File: src/shared/brf_regs.svh
`ifndef BRF_REGS_SVH
`define BRF_REGS_SVH

// Write behaviour select codes
`define BRF_WM_NORMAL 2'h0
`define BRF_WM_THROUGH 2'h1
`define BRF_WM_RBW 2'h2

// Pointer advance per accepted access
`define BRF_PTR_STEP 1'h1

// Flag values after a FIFO full reset
`define BRF_FULL_RST 1'h0
`define BRF_NEAR_FULL_RST 1'h0
`define BRF_NEAR_EMPTY_RST 1'h1
`define BRF_EMPTY_RST 1'h1

`endif

File: src/shared/brf_pkg.sv
`include "brf_regs.svh"

package brf_pkg;

    typedef enum logic [1:0] {
        WM_NORMAL = `BRF_WM_NORMAL,
        WM_THROUGH = `BRF_WM_THROUGH,
        WM_RBW = `BRF_WM_RBW
    } wmode_e;

endpackage

File: src/shared/ptr_sync_if.sv
`timescale 1ns/1ns

interface ptr_sync_if #(
    parameter int W = 5
);
    logic tick;
    logic [W-1:0] gray_in;
    logic [W-1:0] gray_out;

    modport sync (
        input tick,
        input gray_in,
        output gray_out
    );

    modport user (
        output tick,
        output gray_in,
        input gray_out
    );
endinterface

File: src/block_ram_fifo_and_ports.sv
`timescale 1ns/1ns
`include "brf_regs.svh"
// Function
// - Normal write: output changes only on reads, writes leave it unchanged.
// - Write-through: output shows the data written on the same port.
// - Read-before-write: output shows the old contents of the written word.
// - FIFO write side and read side each with data, clock enable, request, clock.
// - Full, near full, near empty and empty flags are generated inside.
// - Full and near full are flops updated on write clock ticks.
// - Empty and near empty are flops updated on read clock ticks.
// - Programmable full, near full, near empty levels; empty level is zero.
// - FIFO reset clears both pointers and returns all flags to reset values.
// - Read pointer reset clears only the read pointer for replay.
// - Each port has output latches with sync or async reset by configuration.
// - Separate local resets clear the port A and port B latches only.
// - Active low global reset clears both port latches together.
// - FIFO reset and read pointer reset act asynchronously.
module block_ram_fifo_and_ports
    import brf_pkg::*;
#(
    parameter int ADDR_W = 4,
    parameter int DATA_W = 8,
    parameter bit LATCH_ASYNC_RST = 1'b0
) (
    input wire logic clk_sys,
    input wire logic arst_n,
    input wire logic global_reset_n,
    input wire logic port_a_latch_reset,
    input wire logic port_b_latch_reset,
    input wire logic fifo_mode,
    input wire logic [ADDR_W-1:0] port_a_addr,
    input wire logic [DATA_W-1:0] port_a_wdata,
    input wire logic port_a_ce,
    input wire logic port_a_we,
    input wmode_e port_a_wmode,
    input wire logic [ADDR_W-1:0] port_b_addr,
    input wire logic [DATA_W-1:0] port_b_wdata,
    input wire logic port_b_ce,
    input wire logic port_b_we,
    input wmode_e port_b_wmode,
    input wire logic wr_clock,
    input wire logic wr_clock_enable,
    input wire logic wr_request,
    input wire logic [DATA_W-1:0] wr_data,
    input wire logic rd_clock,
    input wire logic rd_clock_enable,
    input wire logic rd_request,
    input wire logic fifo_reset,
    input wire logic read_pointer_reset_in,
    input wire logic [ADDR_W-1:0] full_level,
    input wire logic [ADDR_W-1:0] near_full_level,
    input wire logic [ADDR_W-1:0] near_empty_level,
    output logic [DATA_W-1:0] port_a_rdata,
    output logic [DATA_W-1:0] port_b_rdata,
    output logic full_flag,
    output logic near_full_flag,
    output logic near_empty_flag,
    output logic empty_flag
);
    localparam int DEPTH = 1 << ADDR_W;

    typedef logic [ADDR_W:0] ptr_t;

    function automatic ptr_t bin2gray(input ptr_t b);
        return b ^ (b >> 1);
    endfunction

    function automatic ptr_t gray2bin(input ptr_t g);
        ptr_t b;
        b = g;
        for (int k = ADDR_W - 1; k >= 0; k--) begin
            b[k] = b[k+1] ^ g[k];
        end
        return b;
    endfunction

    // Side clocks arrive as levels; a rising edge is one tick of that side
    logic wr_clk_q_ff;
    logic rd_clk_q_ff;
    logic nxt_wr_clk_q;
    logic nxt_rd_clk_q;
    logic wr_tick;
    logic rd_tick;

    always_comb begin
        nxt_wr_clk_q = wr_clock;
        nxt_rd_clk_q = rd_clock;
    end

    always_ff @(posedge clk_sys or negedge arst_n) begin
        if (!arst_n) begin
            wr_clk_q_ff <= 1'b0;
            rd_clk_q_ff <= 1'b0;
        end else begin
            wr_clk_q_ff <= nxt_wr_clk_q;
            rd_clk_q_ff <= nxt_rd_clk_q;
        end
    end

    assign wr_tick = wr_clock & ~wr_clk_q_ff;
    assign rd_tick = rd_clock & ~rd_clk_q_ff;

    // Resets of the FIFO pointers act without waiting for a tick
    logic fifo_rst_n;
    logic rd_rst_n;
    assign fifo_rst_n = arst_n & ~fifo_reset;
    assign rd_rst_n = fifo_rst_n & ~read_pointer_reset_in;

    logic full_ff;
    logic near_full_ff;
    logic near_empty_ff;
    logic empty_ff;
    logic wr_go;
    logic rd_go;

    // Requests against a full or empty FIFO are dropped here
    assign wr_go = fifo_mode & wr_tick & wr_clock_enable & wr_request & ~full_ff;
    assign rd_go = fifo_mode & rd_tick & rd_clock_enable & rd_request & ~empty_ff;

    ptr_t wr_ptr_ff;
    ptr_t rd_ptr_ff;
    ptr_t nxt_wr_ptr;
    ptr_t nxt_rd_ptr;

    always_comb begin
        nxt_wr_ptr = wr_go ? wr_ptr_ff + ptr_t'(`BRF_PTR_STEP) : wr_ptr_ff;
        nxt_rd_ptr = rd_go ? rd_ptr_ff + ptr_t'(`BRF_PTR_STEP) : rd_ptr_ff;
    end

    always_ff @(posedge clk_sys or negedge fifo_rst_n) begin
        if (!fifo_rst_n) begin
            wr_ptr_ff <= '0;
        end else begin
            wr_ptr_ff <= nxt_wr_ptr;
        end
    end

    // Replay: only the read pointer returns to the start
    always_ff @(posedge clk_sys or negedge rd_rst_n) begin
        if (!rd_rst_n) begin
            rd_ptr_ff <= '0;
        end else begin
            rd_ptr_ff <= nxt_rd_ptr;
        end
    end

    // Gray pointers cross into the other side, stepped by that side's ticks
    ptr_sync_if #(.W(ADDR_W + 1)) rd2wr_if ();
    ptr_sync_if #(.W(ADDR_W + 1)) wr2rd_if ();

    assign rd2wr_if.tick = wr_tick;
    assign rd2wr_if.gray_in = bin2gray(rd_ptr_ff);
    assign wr2rd_if.tick = rd_tick;
    assign wr2rd_if.gray_in = bin2gray(wr_ptr_ff);

    ptr_sync u_rd2wr (
        .clk_sys(clk_sys),
        .rst_n(rd_rst_n),
        .port(rd2wr_if.sync)
    );

    ptr_sync u_wr2rd (
        .clk_sys(clk_sys),
        .rst_n(fifo_rst_n),
        .port(wr2rd_if.sync)
    );

    // Stale far pointer only overstates fullness or emptiness, never the reverse
    ptr_t wr_occ;
    ptr_t rd_occ;
    logic nxt_full;
    logic nxt_near_full;
    logic nxt_near_empty;
    logic nxt_empty;

    always_comb begin
        wr_occ = nxt_wr_ptr - gray2bin(rd2wr_if.gray_out);
        rd_occ = gray2bin(wr2rd_if.gray_out) - nxt_rd_ptr;
        nxt_full = full_ff;
        nxt_near_full = near_full_ff;
        nxt_near_empty = near_empty_ff;
        nxt_empty = empty_ff;
        if (wr_tick) begin
            nxt_full = wr_occ >= ptr_t'(full_level);
            nxt_near_full = wr_occ >= ptr_t'(near_full_level);
        end
        if (rd_tick) begin
            nxt_near_empty = rd_occ <= ptr_t'(near_empty_level);
            nxt_empty = rd_occ == '0;
        end
    end

    always_ff @(posedge clk_sys or negedge fifo_rst_n) begin
        if (!fifo_rst_n) begin
            full_ff <= `BRF_FULL_RST;
            near_full_ff <= `BRF_NEAR_FULL_RST;
            near_empty_ff <= `BRF_NEAR_EMPTY_RST;
            empty_ff <= `BRF_EMPTY_RST;
        end else begin
            full_ff <= nxt_full;
            near_full_ff <= nxt_near_full;
            near_empty_ff <= nxt_near_empty;
            empty_ff <= nxt_empty;
        end
    end

    assign full_flag = full_ff;
    assign near_full_flag = near_full_ff;
    assign near_empty_flag = near_empty_ff;
    assign empty_flag = empty_ff;

    // In FIFO use port A is the write side and port B the read side
    logic [1:0] p_ce;
    logic [1:0] p_we;
    logic [1:0] p_lrst;
    logic [ADDR_W-1:0] p_addr [2];
    logic [DATA_W-1:0] p_wd [2];
    wmode_e p_mode [2];

    always_comb begin
        p_lrst = {port_b_latch_reset, port_a_latch_reset};
        if (fifo_mode) begin
            p_ce = {rd_go, wr_go};
            p_we = 2'h1;
            p_addr[0] = wr_ptr_ff[ADDR_W-1:0];
            p_addr[1] = rd_ptr_ff[ADDR_W-1:0];
            p_wd[0] = wr_data;
            p_wd[1] = port_b_wdata;
            p_mode[0] = WM_NORMAL;
            p_mode[1] = WM_NORMAL;
        end else begin
            p_ce = {port_b_ce, port_a_ce};
            p_we = {port_b_we, port_a_we};
            p_addr[0] = port_a_addr;
            p_addr[1] = port_b_addr;
            p_wd[0] = port_a_wdata;
            p_wd[1] = port_b_wdata;
            p_mode[0] = port_a_wmode;
            p_mode[1] = port_b_wmode;
        end
    end

    logic [DATA_W-1:0] mem_ff [DEPTH];
    logic [DATA_W-1:0] nxt_mem [DEPTH];

    // Same address written by both ports: port A wins, applied last
    always_comb begin
        nxt_mem = mem_ff;
        for (int i = 1; i >= 0; i--) begin
            if (p_ce[i] && p_we[i]) begin
                nxt_mem[p_addr[i]] = p_wd[i];
            end
        end
    end

    always_ff @(posedge clk_sys) begin
        mem_ff <= nxt_mem;
    end

    // Unpacked so each generate branch owns its own element
    logic [DATA_W-1:0] q_ff [2];

    for (genvar i = 0; i < 2; i++) begin : g_port
        logic [DATA_W-1:0] nxt_q;
        logic lrst_n;

        assign lrst_n = arst_n & global_reset_n & ~p_lrst[i];

        always_comb begin
            nxt_q = q_ff[i];
            if (p_ce[i]) begin
                if (!p_we[i]) begin
                    nxt_q = mem_ff[p_addr[i]];
                end else begin
                    unique case (p_mode[i])
                        WM_NORMAL: nxt_q = q_ff[i];
                        WM_THROUGH: nxt_q = p_wd[i];
                        WM_RBW: nxt_q = mem_ff[p_addr[i]];
                        default: nxt_q = q_ff[i];
                    endcase
                end
            end
            if (!LATCH_ASYNC_RST && !lrst_n) begin
                nxt_q = '0;
            end
        end

        if (LATCH_ASYNC_RST) begin : g_async
            always_ff @(posedge clk_sys or negedge lrst_n) begin
                if (!lrst_n) begin
                    q_ff[i] <= '0;
                end else begin
                    q_ff[i] <= nxt_q;
                end
            end
        end else begin : g_sync
            always_ff @(posedge clk_sys or negedge arst_n) begin
                if (!arst_n) begin
                    q_ff[i] <= '0;
                end else begin
                    q_ff[i] <= nxt_q;
                end
            end
        end
    end

    assign port_a_rdata = q_ff[0];
    assign port_b_rdata = q_ff[1];

    logic [DATA_W-1:0] old_a;
    assign old_a = mem_ff[port_a_addr];
endmodule

File: src/ptr_sync.sv
`timescale 1ns/1ns

module ptr_sync (
    input wire logic clk_sys,
    input wire logic rst_n,
    ptr_sync_if.sync port
);
    localparam int W = $bits(port.gray_in);

    logic [W-1:0] meta_ff;
    logic [W-1:0] hold_ff;
    logic [W-1:0] nxt_meta;
    logic [W-1:0] nxt_hold;

    // Two stages, both stepped by the destination side tick
    always_comb begin
        nxt_meta = port.tick ? port.gray_in : meta_ff;
        nxt_hold = port.tick ? meta_ff : hold_ff;
    end

    always_ff @(posedge clk_sys or negedge rst_n) begin
        if (!rst_n) begin
            meta_ff <= '0;
            hold_ff <= '0;
        end else begin
            meta_ff <= nxt_meta;
            hold_ff <= nxt_hold;
        end
    end

    assign port.gray_out = hold_ff;
endmodule
File: config.mk
export PLATFORM = sky130hd
export DESIGN_NAME = block_ram_fifo_and_ports
export DESIGN_NICKNAME = d
export VERILOG_FILES = /design/src/shared/brf_pkg.sv /design/src/shared/ptr_sync_if.sv /design/src/block_ram_fifo_and_ports.sv /design/src/ptr_sync.sv
export VERILOG_INCLUDE_DIRS = /design/src /design/src/shared
export SDC_FILE = /design/constraint.sdc
export NUM_CORES = 1
export LEC_CHECK = 0
export ABC_AREA = 1
export ABC_CLOCK_PERIOD_IN_PS = 3000
export BUFFER_PORTS_ARGS = -buffer_cell sky130_fd_sc_hd__buf_2
export CORE_MARGIN = 2
export CORE_UTILIZATION = 40
export DETAILED_ROUTE_END_ITERATION = 16
export GPL_ROUTABILITY_DRIVEN = 1
export PLACE_DENSITY_LB_ADDON = 0.1
export SLEW_MARGIN = 40
export SYNTH_ARGS = -nofsm -noshare
export SYNTH_HDL_FRONTEND = slang
export SYNTH_SLANG_ARGS = --single-unit
File: constraint.sdc
create_clock -name clk_sys -period 3 [get_ports clk_sys]
set_input_delay 0.45 -clock clk_sys [delete_from_list [all_inputs] [get_ports clk_sys]]
set_output_delay 0.45 -clock clk_sys [all_outputs]
set_load 0.01 [all_outputs]
## Word-level counts from Yosys, hierarchy flattened

Index checks and enable logic that the tools add are counted.

| storage, ports and cells | value |
|---|---|
| bits in registers | 180 |
| logic and storage cells | 120 |

| cells by class | value |
|---|---|
| $add $sub $neg | 4 |
| multiplexer cells | 29 |
| reduce and logical (&&, ||, !) cells | 7 |
| magnitude comparators | 7 |
| bitwise gates (word level) | 35 |
| equality and inequality tests | 8 |

Operators with widths:

| operator | number |
|---|---|
| 128-bit bitwise mux | 2 |
| 128-bit two-way mux | 2 |
| 8-bit two-way mux | 13 |
| 8-bit binary-select mux with 4-bit select | 2 |
| 8-bit demux with 4-bit select | 2 |
| 8-bit case mux with 2 select lines | 2 |
| 16-bit two-way mux | 1 |
| 1-bit AND | 15 |
| 5-bit by 1-bit adder with 5-bit output, second input constant | 2 |
| 5-bit by 4-bit greater-or-equal comparator with 1-bit output | 2 |
| 5-bit greater-or-equal comparator, second input constant | 2 |
| 5-bit by 1-bit less-than comparator with 1-bit output, second input constant | 2 |
| 5-bit two-way mux | 2 |
| 4-bit inverter with 5-bit output | 2 |
| 5-bit subtractor | 2 |
| 5-bit by 4-bit XOR with 5-bit output | 2 |
| 4-bit by 2-bit inequality test with 1-bit output, second input constant | 2 |
| 1-bit inverter | 8 |
| 1-bit XOR | 8 |
| 5-bit by 4-bit <= comparator with 1-bit output | 1 |
| 5-bit logical NOT | 1 |
| 2-bit by 1-bit == test with 1-bit output, second input constant | 2 |
| 2-bit == test, second input constant | 2 |
| 1-bit logical AND | 4 |
| 4 further kinds | 7 |

## Depth between registers and ports, before layout

Gate-level depths: netlist (run 1).

| depth | value |
|---|---|
| word-level depth | 11 |
| mapped depth | 18 |

## By module

A second synthesis (run 1) with hierarchy kept.

| second synthesis, totals | value |
|---|---|
| cell total of the unflattened synthesis | 2016 |
| area total of the unflattened synthesis | 12010.3 um2 |

Modules (own cells, without submodules):

| module | times used | cells each | area an instance (um2) |
|---|---|---|---|
| block_ram_fifo_and_ports | 1 | 1932 | 11254.5 |
| ptr_sync | 2 | 42 | 377.9 |

## Worst setup path before layout (run 1)

No wires, ideal clock.

| timing path | value |
|---|---|
| kind | flip-flop to flip-flop |
| start | register u_rd2wr.hold_ff[4] (netlist: u_rd2wr.port.gray_out[4]) |
| end | register full_ff (netlist: full_flag) |
| stages on the path, launching flop included | 16 |
| setup time | 117 ps |
| path buffers | 0 |
| clock period less this slack | 2979 ps |
| arrival time | 2863 ps |
| data required time | 2883 ps |
| setup slack | 21 ps |
| path through | dfrtp_1 -> xnor2_1 -> xor2_1 -> xor2_1 -> xor2_1 -> inv_1 -> ha_1 -> fa_1 -> inv_1 -> ha_1 -> a21boi_0 -> o21a_1 -> o21ai_0 -> nand2_1 -> nor2_1 -> nor2_1 |

| between the ends | value |
|---|---|
| cells in the longest elaborated chain, start to end | 6 |

RTL lines:

| what | line | text |
|---|---|---|
| start, declared | ptr_sync.sv:11 | `logic [W-1:0] hold_ff;` |
| start signal, assigned | ptr_sync.sv:27 | `hold_ff <= nxt_hold;` |
| 1-bit XOR (4 in series) | block_ram_fifo_and_ports.sv:72 | `b[k] = b[k+1] ^ g[k];` |
| 5-bit subtractor (*) | block_ram_fifo_and_ports.sv:177 | `wr_occ = nxt_wr_ptr - gray2bin(rd2wr_if.gray_out);` |
| 5-bit by 4-bit greater-or-equal comparator with 1-bit output (*) | block_ram_fifo_and_ports.sv:184 | `nxt_full = wr_occ >= ptr_t'(full_level);` |
| end signal, assigned | block_ram_fifo_and_ports.sv:195 | `` full_ff <= `BRF_FULL_RST; `` |
| end signal, assigned | block_ram_fifo_and_ports.sv:200 | `full_ff <= nxt_full;` |
| end, declared | block_ram_fifo_and_ports.sv:109 | `logic full_ff;` |

Mark *: on every way between the ends. The rest lies on a longest branch, timed or not.
A chain may end at the register's enable or synchronous reset.

## Worst setup path in the final report (run 1)

Ends and elaborated chain as after synthesis.

==> report_table.html, run 1 <==
<table>
<tr><th>Metric</th><th>Value</th></tr>
<tr><th colspan="2">Global route</th></tr>
<tr><td>Wire length of the first global-routing pass</td><td>just under 70 mm</td></tr>
<tr><td>Maximum number of pins on one net before global-route repair</td><td>33</td></tr>
<tr><td>Initial antenna violation count</td><td>1</td></tr>
<tr><td>Number of global-route vias before repair</td><td>between 10,000 and 15,000</td></tr>
<tr><td>Overflow left after global routing</td><td>0</td></tr>
<tr><td>Combined global-route utilization of all metal layers</td><td>about 30%</td></tr>
<tr><th colspan="2">STA</th></tr>
<tr><td>Slew at the pin closest to its max-slew limit</td><td>approximately 0.60 ns</td></tr>
<tr><td>Final critical-path required period</td><td>around 3.0 ns</td></tr>
<tr><td>Pins Over Slew Limit</td><td>0</td></tr>
<tr><td>Setup repair after global routing missed its margin</td><td>true</td></tr>
<tr><td>Hold_ws</td><td>between 0.1 and 0.15 ns</td></tr>
<tr><td>Peak Freq</td><td>around 340 MHz</td></tr>
<tr><td>Hold Violations, Final</td><td>0</td></tr>
<tr><td>Total setup violations reported at the end of the flow</td><td>0</td></tr>
<tr><td>Post-route clock period utilization</td><td>98.34%</td></tr>
<tr><td>Remaining max-slew budget at the tightest pin</td><td>58.93%</td></tr>
<tr><td>Final Skew</td><td>approximately 0.0099 ns</td></tr>
<tr><th colspan="2">Clock tree</th></tr>
<tr><td>Number of buffers created by CTS</td><td>17</td></tr>
<tr><td>Library cell used as clock root buffer</td><td>sky130_fd_sc_hd__clkbuf_16</td></tr>
<tr><td>Clock slew seen by the registers of the worst setup and hold paths</td><td>roughly 0.07 ns</td></tr>
<tr><td>Number of levels in the clock H-tree</td><td>4</td></tr>
<tr><td>Total clock sinks</td><td>180</td></tr>
<tr><td>Clock buffer depth</td><td>2</td></tr>
<tr><td>Clock latency reported for the late side of the worst-skew pair</td><td>between 0.4 and 0.5 ns</td></tr>
<tr><td>Clock tree from TritonCTS</td><td>built</td></tr>
<tr><th colspan="2">Logic synthesis</th></tr>
<tr><td>Largest area contributor in the netlist</td><td>sky130_fd_sc_hd__nand2_1</td></tr>
<tr><td>Most frequent cell after synthesis</td><td>sky130_fd_sc_hd__nand2_1</td></tr>
<tr><td>Top cell type's share of synthesized area</td><td>between 30% and 40%</td></tr>
<tr><td>Most used flip-flop cell after synthesis</td><td>sky130_fd_sc_hd__dfxtp_1</td></tr>
<tr><td>Most numerous cell types in the synthesized netlist</td><td>sky130_fd_sc_hd__nand2_1 (1,004), sky130_fd_sc_hd__inv_1 (184), sky130_fd_sc_hd__o21ai_1 (158)</td></tr>
<tr><td>Number of enable-type register cells in the synthesized netlist</td><td>0</td></tr>
<tr><td>Synth warn</td><td>0</td></tr>
<tr><td>Area of the mapped netlist</td><td>about 12,000 sq um</td></tr>
<tr><td>Nets in the synthesized netlist</td><td>around 2,100</td></tr>
<tr><td>Proportion of register bits with asynchronous set or reset after synthesis</td><td>28.89%</td></tr>
<tr><td>Number of synthesized register bits</td><td>180</td></tr>
<tr><td>Main area contributors after synthesis</td><td>sky130_fd_sc_hd__nand2_1 (31%), sky130_fd_sc_hd__dfxtp_1 (21%), sky130_fd_sc_hd__dfrtp_1 (10%), sky130_fd_sc_hd__o21ai_1 (6.5%), sky130_fd_sc_hd__inv_1 (5.7%)</td></tr>
<tr><td>Proportion of synthesized chip area in sequential cells</td><td>a little under a third</td></tr>
<tr><td>Synthesized instance count</td><td>2,013</td></tr>
<tr><td>Yosys cell types</td><td>36</td></tr>
<tr><td>Post-Syn Area per Cell</td><td>around 6.1 sq um</td></tr>
<tr><th colspan="2">Detailed routing</th></tr>
<tr><td>Ratio of routed vias to standard cells</td><td>a little over 5</td></tr>
<tr><td>Initial DRC count</td><td>roughly 1,200</td></tr>
<tr><td>Detail Route Antenna Nets</td><td>0</td></tr>
<tr><td>DR pass1 iterations</td><td>7</td></tr>
<tr><td>Routed wirelength normalized by instance count</td><td>about 18 microns</td></tr>
<tr><td>DR DRC count</td><td>0</td></tr>
<tr><td>Overall via count from detail_route</td><td>roughly 13,000</td></tr>
<tr><td>Total detailed-routing wirelength</td><td>between 40 and 50 mm</td></tr>
<tr><th colspan="2">Final layout</th></tr>
<tr><td>Area growth from synthesis to final layout</td><td>14.12%</td></tr>
<tr><td>Net count, final</td><td>~2,200</td></tr>
<tr><td>Number of antenna diodes</td><td>0</td></tr>
<tr><td>Fraction of final layout cells sized beyond drive strength 1</td><td>between 10% and 20%</td></tr>
<tr><td>Total non-filler cell area in the finished layout</td><td>about 14,000 sq um</td></tr>
<tr><td>Final-layout fill cell count</td><td>3,204</td></tr>
<tr><td>Post-route core utilization</td><td>between 40% and 50%</td></tr>
<tr><th colspan="2">Floorplan</th></tr>
<tr><td>Number of placement rows</td><td>between 60 and 70</td></tr>
<tr><td>Die Height</td><td>178.6 microns</td></tr>
<tr><td>Width of the chip</td><td>~180 microns</td></tr>
<tr><td>Initial Utilization</td><td>between 40% and 50%</td></tr>
<tr><td>Number of placed I/O pins</td><td>86</td></tr>
<tr><td>Standard cell core area</td><td>roughly 30,000 sq um</td></tr>
<tr><td>Full die area</td><td>roughly 32,000 sq um</td></tr>
<tr><th colspan="2">Power</th></tr>
<tr><td>Maximum VDD drop</td><td>0.0008711 V</td></tr>
<tr><td>Leak</td><td>roughly 0.0074 uW</td></tr>
<tr><td>Pwr dens</td><td>954.8 nW/um^2</td></tr>
<tr><td>Design Power</td><td>approximately 13,000 uW</td></tr>
<tr><th colspan="2">Critical path</th></tr>
<tr><td>Crit path DAT</td><td>approximately 3.3 ns</td></tr>
<tr><td>Maximum fanout count along the critical path</td><td>2</td></tr>
<tr><td>Critical path launch point type</td><td>flop</td></tr>
<tr><td>Kind of end point of the critical path</td><td>flop</td></tr>
<tr><td>Category of the critical setup timing path</td><td>reg2reg</td></tr>
<tr><td>Required time of the critical path</td><td>about 3.4 ns</td></tr>
<tr><th colspan="2">Place</th></tr>
<tr><td>Weighted congestion at the end of routability-driven global placement</td><td>0.9113</td></tr>
<tr><td>Post-DP HPWL</td><td>roughly 31 mm</td></tr>
<tr><td>Number of buffers inserted by port buffering</td><td>between 80 and 90</td></tr>
<tr><td>Instance area at placement</td><td>about 13,000 sq um</td></tr>
<tr><th colspan="2">Outcome</th></tr>
<tr><td>Run status</td><td>complete, no violations</td></tr>
<tr><th colspan="2">Run</th></tr>
<tr><td>Max-capacitance violation count</td><td>0</td></tr>
<tr><th colspan="2">Min path</th></tr>
<tr><td>Hold WC Path Type</td><td>in2reg</td></tr>
</table>
path summary, 6_finish.rpt:
check | start | endpoint | slack [ns] | cells past startpoint
min in group asynchronous | fifo_reset | u_wr2rd.port.gray_out[4]$_DFFE_PN0N_ | 0.13 | 2
worst max-delay path | u_rd2wr.port.gray_out[4]$_DFFE_PN0N_ | full_flag$_DFFE_PN0N_ | 0.05 | 15
worst max register to register | u_rd2wr.port.gray_out[4]$_DFFE_PN0N_ | full_flag$_DFFE_PN0N_ | 0.05 | 15
max in group asynchronous | arst_n | wr_ptr_ff[2]$_DFF_PN0_ | 1.77 | 4
worst min-delay path | rd_clock | rd_clk_q_ff$_DFF_PN0_ | 0.12 | 1
worst min register to register | port_a_rdata[4]$_DFFE_PN0P_ | port_a_rdata[4]$_DFFE_PN0P_ | 0.47 | 2
state kept, by name (all words and copies together) (netlist names), 5 cells and up:
signal	cells
u_rd2wr.port.gray_out	5
port_b_rdata	8
u_wr2rd.meta_ff	5
port_a_rdata	8
rd_ptr_ff	5
mem_ff	128
u_rd2wr.meta_ff	5
u_wr2rd.port.gray_out	5
wr_ptr_ff	5
layout by cell type (no fill, tap or decap), types with 3 or more instances in the layout:
cell / synthesis / routed
sky130_fd_sc_hd__nand2_1: 1004 / 1003
sky130_fd_sc_hd__inv_1: 184 / 179
sky130_fd_sc_hd__o21ai_1: 158 / 160
sky130_fd_sc_hd__dfxtp_1: 128 / 128
sky130_fd_sc_hd__o21ai_0: 114 / 111
sky130_fd_sc_hd__buf_2: 52 / 85
sky130_fd_sc_hd__nand3_1: 78 / 78
sky130_fd_sc_hd__buf_4: 1 / 67
sky130_fd_sc_hd__dfrtp_1: 50 / 50
sky130_fd_sc_hd__ha_1: 28 / 25
sky130_fd_sc_hd__o21ai_2: 23 / 24
sky130_fd_sc_hd__a21oi_1: 25 / 23
sky130_fd_sc_hd__nor2_1: 24 / 22
sky130_fd_sc_hd__nand2_2: 18 / 19
sky130_fd_sc_hd__xor2_1: 20 / 18
sky130_fd_sc_hd__clkbuf_16: 0 / 17
sky130_fd_sc_hd__inv_2: 4 / 9
sky130_fd_sc_hd__mux2i_2: 0 / 8
sky130_fd_sc_hd__nor2_2: 7 / 8
sky130_fd_sc_hd__nand2_4: 6 / 6
sky130_fd_sc_hd__nor3_2: 4 / 5
sky130_fd_sc_hd__buf_12: 0 / 5
sky130_fd_sc_hd__nor3_1: 5 / 4
sky130_fd_sc_hd__o21ai_4: 4 / 4
sky130_fd_sc_hd__nor3_4: 4 / 4
sky130_fd_sc_hd__clkinv_4: 0 / 3
final cells by class:
type	instances	area (sq um)	share of cell area, %
clock buffers	21	460.4	3.309
well taps	390	488.0	3.507
flip-flops and latches	180	3866	27.79
inverters	189	711.9	5.116
clock inverters	11	125.1	0.8992
multi-input cells	1546	7224	51.92
repair buffers	158	1039	7.463
repair_timing:
action,in CTS,in global routing
resized for setup,4,12
hold buffers,1,0
buffers inserted,2,6
endpoints found under the hold margin,18,0
setup endpoints to repair,2,3
pin swaps,5,20
per-stage QoR:
stage          std cells  setup TNS, ns  setup WS [ns]
6_report            2495              0        0.04977
5_1_grt             2495        -0.2334        -0.1481
4_1_cts             2489              0      0.0008564
3_5_place_dp        2454        -0.1494        -0.1007
3_3_place_gp        2454       -0.07226       -0.07226
2_1_floorplan       2013              0        0.02062
kinds of logic after synthesis:
logic type / share of synthesized area, %
XOR/XNOR: 1.724
AND/OR/NAND/NOR: 38.11
buffers and inverters: 9.913
AO/OA/AOI/OAI: 14.68
multiplexers: 0.6568
flip-flops: 31.71
adder cells (fa/ha/maj): 3.202
power breakdown:
| part | switching (uW) | total [uW] | internal, uW |
|---|---|---|---|
| clock | 1050 | 2330 | 1280 |
| sequential | 547 | 3880 | 3330 |
| combinational | 4230 | 7080 | 2850 |
| total | 5830 | 13300 | 7460 |
critical path, stage by stage (launching register included):
cell,delay (ns)
sky130_fd_sc_hd__dfrtp_1,0.41
sky130_fd_sc_hd__xnor2_2,0.23
sky130_fd_sc_hd__xor2_2,0.19
sky130_fd_sc_hd__xor2_1,0.22
sky130_fd_sc_hd__xor2_1,0.16
sky130_fd_sc_hd__inv_1,0.06
sky130_fd_sc_hd__ha_2,0.19
sky130_fd_sc_hd__fa_1,0.50
sky130_fd_sc_hd__inv_2,0.06
sky130_fd_sc_hd__ha_4,0.20
sky130_fd_sc_hd__a21boi_1,0.12
sky130_fd_sc_hd__o21a_1,0.16
sky130_fd_sc_hd__o21ai_1,0.13
sky130_fd_sc_hd__nand2_1,0.08
sky130_fd_sc_hd__nor2_2,0.10
sky130_fd_sc_hd__nor2_1,0.05
layer usage:
layer	wire length (microns)	track usage, %	up-vias
met1	20890	39.99	5817
met5	11	0	-
met3	2786	4.305	83
met4	1445	10.47	2
met2	20380	46.90	424
li1	-	-	6429
No activity file was read; power rests on OpenSTA's default activity.
==> run 2: changes to the inputs <==
--- a/config.mk
+++ b/config.mk
@@ -13,7 +13,7 @@
 export CORE_UTILIZATION = 40
 export DETAILED_ROUTE_END_ITERATION = 16
 export GPL_ROUTABILITY_DRIVEN = 1
-export PLACE_DENSITY_LB_ADDON = 0.1
+export PLACE_DENSITY = 0.66
 export SLEW_MARGIN = 40
 export SYNTH_ARGS = -nofsm -noshare
 export SYNTH_HDL_FRONTEND = slang
==> run 2 against run 1 <==
Net effect: the flow now finishes with violations (setup timing); clock-buffer cell count shrank 4; sequential power is essentially flat; fmax shrank 1.8%; final cell count is essentially flat.
==> report_table.html, run 2 (same netlist as run 1, synthesis figures left out) <==
<table>
<tr><th>Metric</th><th>Value</th></tr>
<tr><th colspan="2">Outcome</th></tr>
<tr><td>Run status</td><td>finished with violations</td></tr>
<tr><td>Violations in the final reports</td><td>setup timing</td></tr>
<tr><th colspan="2">Power</th></tr>
<tr><td>Cell-internal power</td><td>7319 uW (-1.9%)</td></tr>
<tr><td>Pwr dens</td><td>952.6 nW/um^2 (-0.23%)</td></tr>
<tr><td>Leak</td><td>0.007382 uW (about the same)</td></tr>
<tr><td>Sequential Power Share</td><td>29.3% (about the same)</td></tr>
<tr><td>Psw</td><td>5908 uW (+1.4%)</td></tr>
<tr><td>Share of total power in the clock network</td><td>17.6% (about the same)</td></tr>
<tr><td>Fraction of power spent switching nets</td><td>44.67% (+0.81 points)</td></tr>
<tr><td>Design Power</td><td>13,230 uW (-0.44%)</td></tr>
<tr><td>Relative contribution of combinational cells to total power</td><td>53.1% (-0.2 points)</td></tr>
<tr><td>Maximum VDD drop</td><td>0.0006848 V (-21%)</td></tr>
<tr><th colspan="2">STA</th></tr>
<tr><td>Post-route clock period utilization</td><td>100.1% (+1.8 points)</td></tr>
<tr><td>Pins Over Slew Limit</td><td>0 (unchanged)</td></tr>
<tr><td>Slew at the pin closest to its max-slew limit</td><td>0.7889 ns (+0.1848 ns)</td></tr>
<tr><td>Hold_ws</td><td>0.09213 ns (-0.02416 ns)</td></tr>
<tr><td>Final setup margin</td><td>-0.002780 ns (-0.05255 ns)</td></tr>
<tr><td>Remaining max-slew budget at the tightest pin</td><td>47.35% (-12 points)</td></tr>
<tr><td>Hold Violations, Final</td><td>0 (unchanged)</td></tr>
<tr><td>Final critical-path required period</td><td>3.003 ns (+0.05255 ns)</td></tr>
<tr><td>Peak Freq</td><td>333.0 MHz (-1.8%)</td></tr>
<tr><td>Final Skew</td><td>0.01550 ns (+0.005639 ns)</td></tr>
<tr><td>Total setup violations reported at the end of the flow</td><td>1 (+1)</td></tr>
<tr><td>Setup repair after global routing missed its margin</td><td>true</td></tr>
<tr><th colspan="2">Global route</th></tr>
<tr><td>Maximum number of pins on one net before global-route repair</td><td>36 (+9.1%)</td></tr>
<tr><td>Wire length of the first global-routing pass</td><td>68.85 mm (-0.76%)</td></tr>
<tr><td>Initial antenna violation count</td><td>0 (-1)</td></tr>
<tr><td>Overflow left after global routing</td><td>0 (unchanged)</td></tr>
<tr><td>Combined global-route utilization of all metal layers</td><td>28.36% (-0.90 points)</td></tr>
<tr><td>Number of global-route vias before repair</td><td>12,300 (+4.3%)</td></tr>
<tr><th colspan="2">Critical path</th></tr>
<tr><td>Stage delay of the slowest cell on the critical path</td><td>0.48 ns (-0.02 ns)</td></tr>
<tr><td>Critical path launch point type</td><td>flop</td></tr>
<tr><td>Crit path DAT</td><td>3.35 ns (+0.05 ns)</td></tr>
<tr><td>Crit-path leading delay family</td><td>adder cells</td></tr>
<tr><td>Most common cell on crit path</td><td>sky130_fd_sc_hd__xor2_1</td></tr>
<tr><td>Bufs and invs on worst path</td><td>2 (unchanged)</td></tr>
<tr><td>Category of the critical setup timing path</td><td>reg2reg</td></tr>
<tr><td>Kind of end point of the critical path</td><td>flop</td></tr>
<tr><td>Slowest cell on crit path</td><td>sky130_fd_sc_hd__fa_1</td></tr>
<tr><td>Series of cell instances along the critical path</td><td>xnor2_2 &gt; xor2_1 &gt; xor2_1 &gt; xor2_1 &gt; inv_1 &gt; ha_2 &gt; fa_1 &gt; inv_1 &gt; ha_1 &gt; a21boi_1 &gt; o21a_1 &gt; o21ai_1 &gt; nand2_1 &gt; nor2_1 &gt; nor2_1</td></tr>
<tr><td>Required time of the critical path</td><td>3.35 ns (about the same)</td></tr>
<tr><td>Maximum fanout count along the critical path</td><td>2 (unchanged)</td></tr>
<tr><th colspan="2">Final layout</th></tr>
<tr><td>Area growth from synthesis to final layout</td><td>13.88%</td></tr>
<tr><td>Number of flip-flops under the largest register name</td><td>128 (unchanged)</td></tr>
<tr><td>Fraction of final layout cells sized beyond drive strength 1</td><td>13.79% (+0.061 points)</td></tr>
<tr><td>Final-layout fill cell count</td><td>3,197 (-0.22%)</td></tr>
<tr><td>Post-route insts no fill</td><td>2,493 (-0.080%)</td></tr>
<tr><td>Top reg by flops</td><td>mem_ff</td></tr>
<tr><td>Net count, final</td><td>2,186 (-0.091%)</td></tr>
<tr><td>Leading cell type in the layout, fill and taps excluded</td><td>sky130_fd_sc_hd__nand2_1</td></tr>
<tr><td>Number of antenna diodes</td><td>0 (unchanged)</td></tr>
<tr><td>Leading cell types in the layout, fill and taps excluded</td><td>sky130_fd_sc_hd__nand2_1 (1,003), sky130_fd_sc_hd__inv_1 (179), sky130_fd_sc_hd__o21ai_1 (161), sky130_fd_sc_hd__dfxtp_1 (128), sky130_fd_sc_hd__o21ai_0 (110)</td></tr>
<tr><th colspan="2">Floorplan</th></tr>
<tr><td>Standard cell core area</td><td>29,800 sq um (unchanged)</td></tr>
<tr><td>Width of the chip</td><td>178.6 microns (unchanged)</td></tr>
<tr><td>Number of placement rows</td><td>63 (unchanged)</td></tr>
<tr><td>Die Height</td><td>178.6 microns (unchanged)</td></tr>
<tr><td>Initial Utilization</td><td>40.92% (unchanged)</td></tr>
<tr><td>Full die area</td><td>31,890 sq um (unchanged)</td></tr>
<tr><td>Number of placed I/O pins</td><td>86 (unchanged)</td></tr>
<tr><th colspan="2">Detailed routing</th></tr>
<tr><td>Total detailed-routing wirelength</td><td>43.88 mm (-3.6%)</td></tr>
<tr><td>Ratio of routed vias to standard cells</td><td>5.225 (+2.2%)</td></tr>
<tr><td>Initial DRC count</td><td>1,209 (+3.1%)</td></tr>
<tr><td>DR DRC count</td><td>0 (unchanged)</td></tr>
<tr><td>DR pass1 iterations</td><td>6 (-1)</td></tr>
<tr><td>Detail Route Antenna Nets</td><td>0 (unchanged)</td></tr>
<tr><td>Overall via count from detail_route</td><td>13,030 (+2.1%)</td></tr>
<tr><td>Routed wirelength normalized by instance count</td><td>17.60 microns (-3.5%)</td></tr>
<tr><th colspan="2">Clock tree</th></tr>
<tr><td>Clock tree from TritonCTS</td><td>built</td></tr>
<tr><td>Number of buffers created by CTS</td><td>17 (unchanged)</td></tr>
<tr><td>Number of levels in the clock H-tree</td><td>4 (unchanged)</td></tr>
<tr><td>Clock buffer depth</td><td>2 (unchanged)</td></tr>
<tr><td>Total clock sinks</td><td>180 (unchanged)</td></tr>
<tr><td>Clock latency reported for the late side of the worst-skew pair</td><td>0.45 ns (about the same)</td></tr>
<tr><td>Library cell used as clock root buffer</td><td>sky130_fd_sc_hd__clkbuf_16</td></tr>
<tr><td>Clock slew seen by the registers of the worst setup and hold paths</td><td>0.08 ns (about the same)</td></tr>
<tr><th colspan="2">Place</th></tr>
<tr><td>Weighted congestion at the end of routability-driven global placement</td><td>0.9366 (+2.8%)</td></tr>
<tr><td>Post-DP HPWL</td><td>30.29 mm (-3.2%)</td></tr>
<tr><td>Worst slack at placement</td><td>-0.1333 ns (-0.03263 ns)</td></tr>
<tr><td>Number of buffers inserted by port buffering</td><td>85 (unchanged)</td></tr>
<tr><td>Total instance count after detailed placement</td><td>2,453 (-0.041%)</td></tr>
<tr><th colspan="2">Run</th></tr>
<tr><td>Max-capacitance violation count</td><td>0 (unchanged)</td></tr>
<tr><th colspan="2">Min path</th></tr>
<tr><td>Hold WC Path Type</td><td>in2async</td></tr>
</table>
## run 2: layout make-up
cell class	instances	area (sq um)	share of cell area, %
multi-input cells	1546	7222	52.01
flip-flops and latches	180	3866	27.84
clock buffers	17	425.4	3.064
clock inverters	15	161.4	1.162
well taps	390	488.0	3.514
inverters	189	711.9	5.127
repair buffers	156	1011	7.281
## run 2: per-layer routing
layer,vias to the layer above,wire length [microns],global-route usage [%]
met1,5952,19180,37.71
met3,112,3091,3.645
met5,-,0,0
li1,6422,-,-
met2,541,19800,46.16
met4,0,1807,12.20
## run 2: worst paths after layout
kind	startpoint	endpoint	slack [ns]	cells past startpoint
worst max-delay path	u_rd2wr.port.gray_out[4]$_DFFE_PN0N_	full_flag$_DFFE_PN0N_	-0.003	15
worst min-delay path	fifo_reset	wr_ptr_ff[1]$_DFF_PN0_	0.09	3
worst max register to register	u_rd2wr.port.gray_out[4]$_DFFE_PN0N_	full_flag$_DFFE_PN0N_	-0.003	15
worst min register to register	port_a_rdata[5]$_DFFE_PN0P_	port_a_rdata[5]$_DFFE_PN0P_	0.48	2
max in group asynchronous	arst_n	near_empty_flag$_DFFE_PN1N_	1.89	5
min in group clk_sys	rd_clock	rd_clk_q_ff$_DFF_PN0_	0.11	1
## run 2: power groups by stage
stage,logic (uW),clock network [uW],registers (uW)
after floorplan,4870,0,3770
after CTS,6620,2360,3870
final,7020,2330,3870
after global routing,8050,2460,3980
after detailed placement,6520,0,3900
after global placement,6350,0,3880
## run 2: worst register-to-register path, delay by kind of cell, from the launching register on
family                     cells  cell delay [ns]
AOI/OAI and AO/OA              3             0.41
and+or+nand+nor                3             0.21
adders and majority gates      3             0.94
buffers and inverters          2             0.11
xor gates and xnor gates       4             0.83
DFF                            1             0.41
## run 2: what timing repair did
item                                    in CTS  in global routing
pin swaps                                    8                 16
setup buffers                                1                  6
gates cloned                                 0                  0
gates resized for setup                      4                 13
endpoints found under the hold margin        8                  0
endpoints found under the setup margin       2                  3
hold buffers                                 1                  0
## run 2: through the flow
step	instance area, sq um	util (%)	TNS, ns
2_1_floorplan	12190	-	0
6_report	13890	46.60	-0.002780
3_3_place_gp	13170	44.20	-0.1055
5_1_grt	13890	46.60	-0.4645
3_5_place_dp	13170	44.20	-0.2009
4_1_cts	13780	46.26	-0.003126
==> run 3: changes to the inputs <==
--- a/config.mk
+++ b/config.mk
@@ -6,11 +6,11 @@
 export SDC_FILE = /design/constraint.sdc
 export NUM_CORES = 1
 export LEC_CHECK = 0
-export ABC_AREA = 1
 export ABC_CLOCK_PERIOD_IN_PS = 3000
 export BUFFER_PORTS_ARGS = -buffer_cell sky130_fd_sc_hd__buf_2
 export CORE_MARGIN = 2
 export CORE_UTILIZATION = 40
+export CTS_BUF_LIST = sky130_fd_sc_hd__clkbuf_4
 export DETAILED_ROUTE_END_ITERATION = 16
 export GPL_ROUTABILITY_DRIVEN = 1
 export PLACE_DENSITY = 0.66
==> run 3 against run 2 <==
Net effect: via count is 20% lower; clock-buffer cell count is 2 higher; worst hold slack better by 0.15 ns; highest routed layer is now met5; synthesized cell count is 36% lower; the flow now finishes without violations; die area is 7.2% lower; register-to-register slack better by 0.02 ns; first-iteration DRC count is 2.0% higher; critical path depth is 2 lower; largest power group unchanged; sequential power hardly changed; sequential share of layout area is 1.5 points higher; non-clock buffer count is 48 higher.
==> report_table.html, run 3 <==
<table>
<tr><th>Metric</th><th>Value</th></tr>
<tr><th colspan="2">STA</th></tr>
<tr><td>Peak Freq</td><td>334.9 MHz (+0.58%)</td></tr>
<tr><td>Final Skew</td><td>0.03442 ns (+0.01893 ns)</td></tr>
<tr><td>Total setup violations reported at the end of the flow</td><td>0 (-1)</td></tr>
<tr><td>Final setup margin</td><td>0.01439 ns (+0.01717 ns)</td></tr>
<tr><td>Post-route clock period utilization</td><td>99.52% (-0.57 points)</td></tr>
<tr><td>Final critical-path required period</td><td>2.986 ns (-0.01717 ns)</td></tr>
<tr><td>Final-layout setup total negative slack</td><td>0 ns (+0.002780 ns)</td></tr>
<tr><td>Setup repair after global routing missed its margin</td><td>true</td></tr>
<tr><td>Pins Over Slew Limit</td><td>0 (unchanged)</td></tr>
<tr><td>Slew at the pin closest to its max-slew limit</td><td>0.8103 ns (+0.02142 ns)</td></tr>
<tr><td>Hold Violations, Final</td><td>0 (unchanged)</td></tr>
<tr><td>Remaining max-slew budget at the tightest pin</td><td>45.97% (-1.4 points)</td></tr>
<tr><th colspan="2">Final layout</th></tr>
<tr><td>Fraction of final layout cells sized beyond drive strength 1</td><td>22.75% (+9.0 points)</td></tr>
<tr><td>Leading cell type in the layout, fill and taps excluded</td><td>sky130_fd_sc_hd__nand2_1</td></tr>
<tr><td>Total non-filler cell area in the finished layout</td><td>13,180 sq um (-5.1%)</td></tr>
<tr><td>Leading cell types in the layout, fill and taps excluded</td><td>sky130_fd_sc_hd__nand2_1 (324), sky130_fd_sc_hd__mux2i_1 (201), sky130_fd_sc_hd__dfxtp_1 (128), sky130_fd_sc_hd__buf_4 (106), sky130_fd_sc_hd__buf_2 (85)</td></tr>
<tr><td>Number of flip-flops under the largest register name</td><td>128 (unchanged)</td></tr>
<tr><td>Area growth from synthesis to final layout</td><td>16.75%</td></tr>
<tr><td>Top reg by flops</td><td>mem_ff</td></tr>
<tr><td>Net count, final</td><td>1,525 (-30%)</td></tr>
<tr><th colspan="2">Logic synthesis</th></tr>
<tr><td>Synth warn</td><td>0 (unchanged)</td></tr>
<tr><td>Proportion of synthesized chip area in sequential cells</td><td>34.24% (+2.5 points)</td></tr>
<tr><td>Top cell type's share of synthesized area</td><td>22.69% (-8.2 points)</td></tr>
<tr><td>Most numerous cell types in the synthesized netlist</td><td>sky130_fd_sc_hd__nand2_1 (324), sky130_fd_sc_hd__mux2i_1 (203), sky130_fd_sc_hd__dfxtp_1 (128)</td></tr>
<tr><td>Most used flip-flop cell after synthesis</td><td>sky130_fd_sc_hd__dfxtp_1</td></tr>
<tr><td>Proportion of register bits with asynchronous set or reset after synthesis</td><td>28.89% (unchanged)</td></tr>
<tr><td>Main area contributors after synthesis</td><td>sky130_fd_sc_hd__dfxtp_1 (23%), sky130_fd_sc_hd__mux2i_1 (18%), sky130_fd_sc_hd__dfrtp_1 (11%), sky130_fd_sc_hd__nand2_1 (11%), sky130_fd_sc_hd__ha_1 (3.1%)</td></tr>
<tr><td>Largest area contributor in the netlist</td><td>sky130_fd_sc_hd__dfxtp_1</td></tr>
<tr><td>Synthesized instance count</td><td>1,290 (-36%)</td></tr>
<tr><td>Number of synthesized register bits</td><td>180 (unchanged)</td></tr>
<tr><td>Most frequent cell after synthesis</td><td>sky130_fd_sc_hd__nand2_1</td></tr>
<tr><td>Yosys cell types</td><td>73 (+100%)</td></tr>
<tr><td>Number of enable-type register cells in the synthesized netlist</td><td>0 (unchanged)</td></tr>
<tr><td>Post-Syn Area per Cell</td><td>8.754 sq um (+45%)</td></tr>
<tr><td>Area of the mapped netlist</td><td>11,290 sq um (-7.4%)</td></tr>
<tr><td>Nets in the synthesized netlist</td><td>1,386 (-34%)</td></tr>
<tr><th colspan="2">Critical path</th></tr>
<tr><td>Worst reg2reg path depth</td><td>13 (-2)</td></tr>
<tr><td>Stage delay of the slowest cell on the critical path</td><td>0.44 ns (-0.04 ns)</td></tr>
<tr><td>Setup slack of the most critical reg-to-reg path</td><td>0.01 ns (+0.02 ns)</td></tr>
<tr><td>Required time of the critical path</td><td>3.57 ns (+0.22 ns)</td></tr>
<tr><td>Maximum fanout count along the critical path</td><td>2 (unchanged)</td></tr>
<tr><td>Bufs and invs on worst path</td><td>0 (-2)</td></tr>
<tr><td>Reg-to-reg endpoint</td><td>near_empty_flag$_DFFE_PN1N_</td></tr>
<tr><td>Critical path launch point type</td><td>flop</td></tr>
<tr><td>Crit-path leading delay family</td><td>XOR/XNOR gates</td></tr>
<tr><td>Slowest cell on crit path</td><td>sky130_fd_sc_hd__dfrtp_1</td></tr>
<tr><td>Kind of end point of the critical path</td><td>flop</td></tr>
<tr><td>Category of the critical setup timing path</td><td>reg2reg</td></tr>
<tr><td>Crit path DAT</td><td>3.55 ns (+0.20 ns)</td></tr>
<tr><td>Series of cell instances along the critical path</td><td>xor2_2 &gt; xnor2_2 &gt; xor2_1 &gt; xor2_1 &gt; ha_2 &gt; fa_1 &gt; xnor2_2 &gt; ha_1 &gt; o21ai_2 &gt; nand2b_1 &gt; a21oi_1 &gt; a41o_1 &gt; a22o_1</td></tr>
<tr><td>Reg2Reg Launch Point</td><td>u_wr2rd.port.gray_out[3]$_DFFE_PN0N_</td></tr>
<tr><th colspan="2">Floorplan</th></tr>
<tr><td>Number of placed I/O pins</td><td>86 (unchanged)</td></tr>
<tr><td>Full die area</td><td>29,590 sq um (-7.2%)</td></tr>
<tr><td>Standard cell core area</td><td>27,780 sq um (-6.8%)</td></tr>
<tr><td>Die Height</td><td>172.0 microns (-3.7%)</td></tr>
<tr><td>Initial Utilization</td><td>40.65% (-0.28 points)</td></tr>
<tr><td>Number of placement rows</td><td>61 (-3.2%)</td></tr>
<tr><td>Width of the chip</td><td>172.0 microns (-3.7%)</td></tr>
<tr><th colspan="2">Place</th></tr>
<tr><td>Weighted congestion at the end of routability-driven global placement</td><td>1.003 (+7.1%)</td></tr>
<tr><td>Worst slack at placement</td><td>-0.07763 ns (+0.05566 ns)</td></tr>
<tr><td>Number of buffers inserted by port buffering</td><td>85 (unchanged)</td></tr>
<tr><td>Instance area at placement</td><td>12,580 sq um (-4.5%)</td></tr>
<tr><td>Post-DP HPWL</td><td>29.23 mm (-3.5%)</td></tr>
<tr><th colspan="2">Run</th></tr>
<tr><td>Max-capacitance violation count</td><td>0 (unchanged)</td></tr>
<tr><th colspan="2">Global route</th></tr>
<tr><td>Combined global-route utilization of all metal layers</td><td>27.21% (-1.2 points)</td></tr>
<tr><td>Initial antenna violation count</td><td>2 (+2)</td></tr>
<tr><td>Number of global-route vias before repair</td><td>9,824 (-20%)</td></tr>
<tr><td>Maximum number of pins on one net before global-route repair</td><td>31 (-14%)</td></tr>
<tr><td>Wire length of the first global-routing pass</td><td>59.95 mm (-13%)</td></tr>
<tr><td>Overflow left after global routing</td><td>0 (unchanged)</td></tr>
<tr><th colspan="2">Clock tree</th></tr>
<tr><td>Clock latency reported for the late side of the worst-skew pair</td><td>0.62 ns (+0.17 ns)</td></tr>
<tr><td>Clock slew seen by the registers of the worst setup and hold paths</td><td>0.16 ns (+0.08 ns)</td></tr>
<tr><td>Clock buffer depth</td><td>2 (unchanged)</td></tr>
<tr><td>Number of buffers created by CTS</td><td>17 (unchanged)</td></tr>
<tr><td>Total clock sinks</td><td>180 (unchanged)</td></tr>
<tr><td>Number of levels in the clock H-tree</td><td>4 (unchanged)</td></tr>
<tr><td>Library cell used as clock root buffer</td><td>sky130_fd_sc_hd__clkbuf_4</td></tr>
<tr><td>Clock tree from TritonCTS</td><td>built</td></tr>
<tr><th colspan="2">Power</th></tr>
<tr><td>Maximum VDD drop</td><td>0.0007195 V (+5.1%)</td></tr>
<tr><td>Pwr dens</td><td>775.1 nW/um^2 (-19%)</td></tr>
<tr><td>Leak</td><td>0.005541 uW (-25%)</td></tr>
<tr><th colspan="2">Detailed routing</th></tr>
<tr><td>Initial DRC count</td><td>1,233 (+2.0%)</td></tr>
<tr><td>Detail Route Antenna Nets</td><td>0 (unchanged)</td></tr>
<tr><td>Total detailed-routing wirelength</td><td>39.92 mm (-9.0%)</td></tr>
<tr><td>Ratio of routed vias to standard cells</td><td>5.703 (+9.1%)</td></tr>
<tr><td>DR pass1 iterations</td><td>6 (unchanged)</td></tr>
<tr><td>Routed wirelength normalized by instance count</td><td>21.91 microns (+24%)</td></tr>
<tr><td>DR DRC count</td><td>0 (unchanged)</td></tr>
<tr><td>Overall via count from detail_route</td><td>10,390 (-20%)</td></tr>
<tr><th colspan="2">Min path</th></tr>
<tr><td>Hold WC Path Type</td><td>in2reg</td></tr>
<tr><td>Endpoint, Worst Hold</td><td>port_b_rdata[6]$_DFFE_PN0P_</td></tr>
<tr><td>Worst Hold Launch</td><td>port_b_latch_reset</td></tr>
<tr><td>Number of cells on the worst hold path</td><td>3</td></tr>
<tr><th colspan="2">Outcome</th></tr>
<tr><td>Run status</td><td>complete, no violations</td></tr>
</table>
run 3: changes by cell type in the layout (fill, tap and decap cells not counted), moves of 40 or more:
cell,change
sky130_fd_sc_hd__nand2_1,-679
sky130_fd_sc_hd__buf_4,+40
sky130_fd_sc_hd__mux2i_1,+201
sky130_fd_sc_hd__o21ai_1,-106
sky130_fd_sc_hd__o21ai_0,-52
sky130_fd_sc_hd__inv_1,-153
run 3: logic make-up after synthesis:
logic type	count (synthesis)	synth area share [%]
simple gates	500	21.29
mux	228	21.88
xor+xnor	24	2.127
flops	180	34.24
buf+inv	111	5.019
fa+ha+maj	30	3.457
compound gates	217	11.99
run 3: worst max path at each step:
| stage | from | to | slack (ns) | cells after the start |
|---|---|---|---|---|
| 3_5_place_dp | fifo_mode | near_full_flag$_DFFE_PN0N_ | -0.08 | 13 |
| 2_1_floorplan | fifo_mode | full_flag$_DFFE_PN0N_ | 0.04 | 13 |
| 3_3_place_gp | fifo_mode | full_flag$_DFFE_PN0N_ | -0.002 | 13 |
| 5_1_grt | u_wr2rd.port.gray_out[3]$_DFFE_PN0N_ | near_empty_flag$_DFFE_PN1N_ | -0.11 | 13 |
| 6_report | u_wr2rd.port.gray_out[3]$_DFFE_PN0N_ | near_empty_flag$_DFFE_PN1N_ | 0.01 | 13 |
| 4_1_cts | u_rd2wr.port.gray_out[3]$_DFFE_PN0N_ | near_full_flag$_DFFE_PN0N_ | 0.002 | 12 |
run 3: repair_timing:
action / in CTS / in global routing
setup buffers: 11 / 6
hold endpoints to repair: 52 / 0
pin swaps: 10 / 13
gates resized for setup: 5 / 14
hold buffers: 5 / 0
endpoints found under the setup margin: 3 / 3
run 3: per-layer routing:
layer  up-vias  GRT usage, %  wire length [microns]
li1       4817             -                      -
met1      4992         37.99                  17660
met2       507         41.10                  17310
met3        72         5.470                   3550
met4         2         11.07                   1384
met5         -             0                     13
run 3: cell type report:
type                       count  area [sq um]
clock inverter                13         160.2
tap                          378         473.0
clock buffer                  19         142.6
timing repair buffer         204          1431
sequential                   180          3866
antenna                        2         5.005
multi-input combinational    999          7004
inverter                      27         101.3
fill                        2683         14600
run 3: worst min-delay path, delay by kind of cell:
kind	cells	cell delay, ns
and+or+nand+nor	1	0.09
buffers and inverters	1	0.11
AOI/OAI and AO/OA	1	0.18
run 3: power by group:
part           leakage, uW  switching [uW]  internal [uW]
combinational      0.00362            2600           2240
clock             0.000163             925            598
sequential         0.00176             697           3150
run 3: metrics by stage:
stage	hold slack, ns	utilization, %	power, uW	cells
5_1_grt	0.2401	47.45	10820	1821
4_1_cts	0.2377	46.91	9857	1814
2_1_floorplan	0.1544	-	6655	1290
3_3_place_gp	0.4461	45.27	8092	1766
3_5_place_dp	0.4548	45.28	8245	1766
6_report	0.2388	47.46	10220	1822
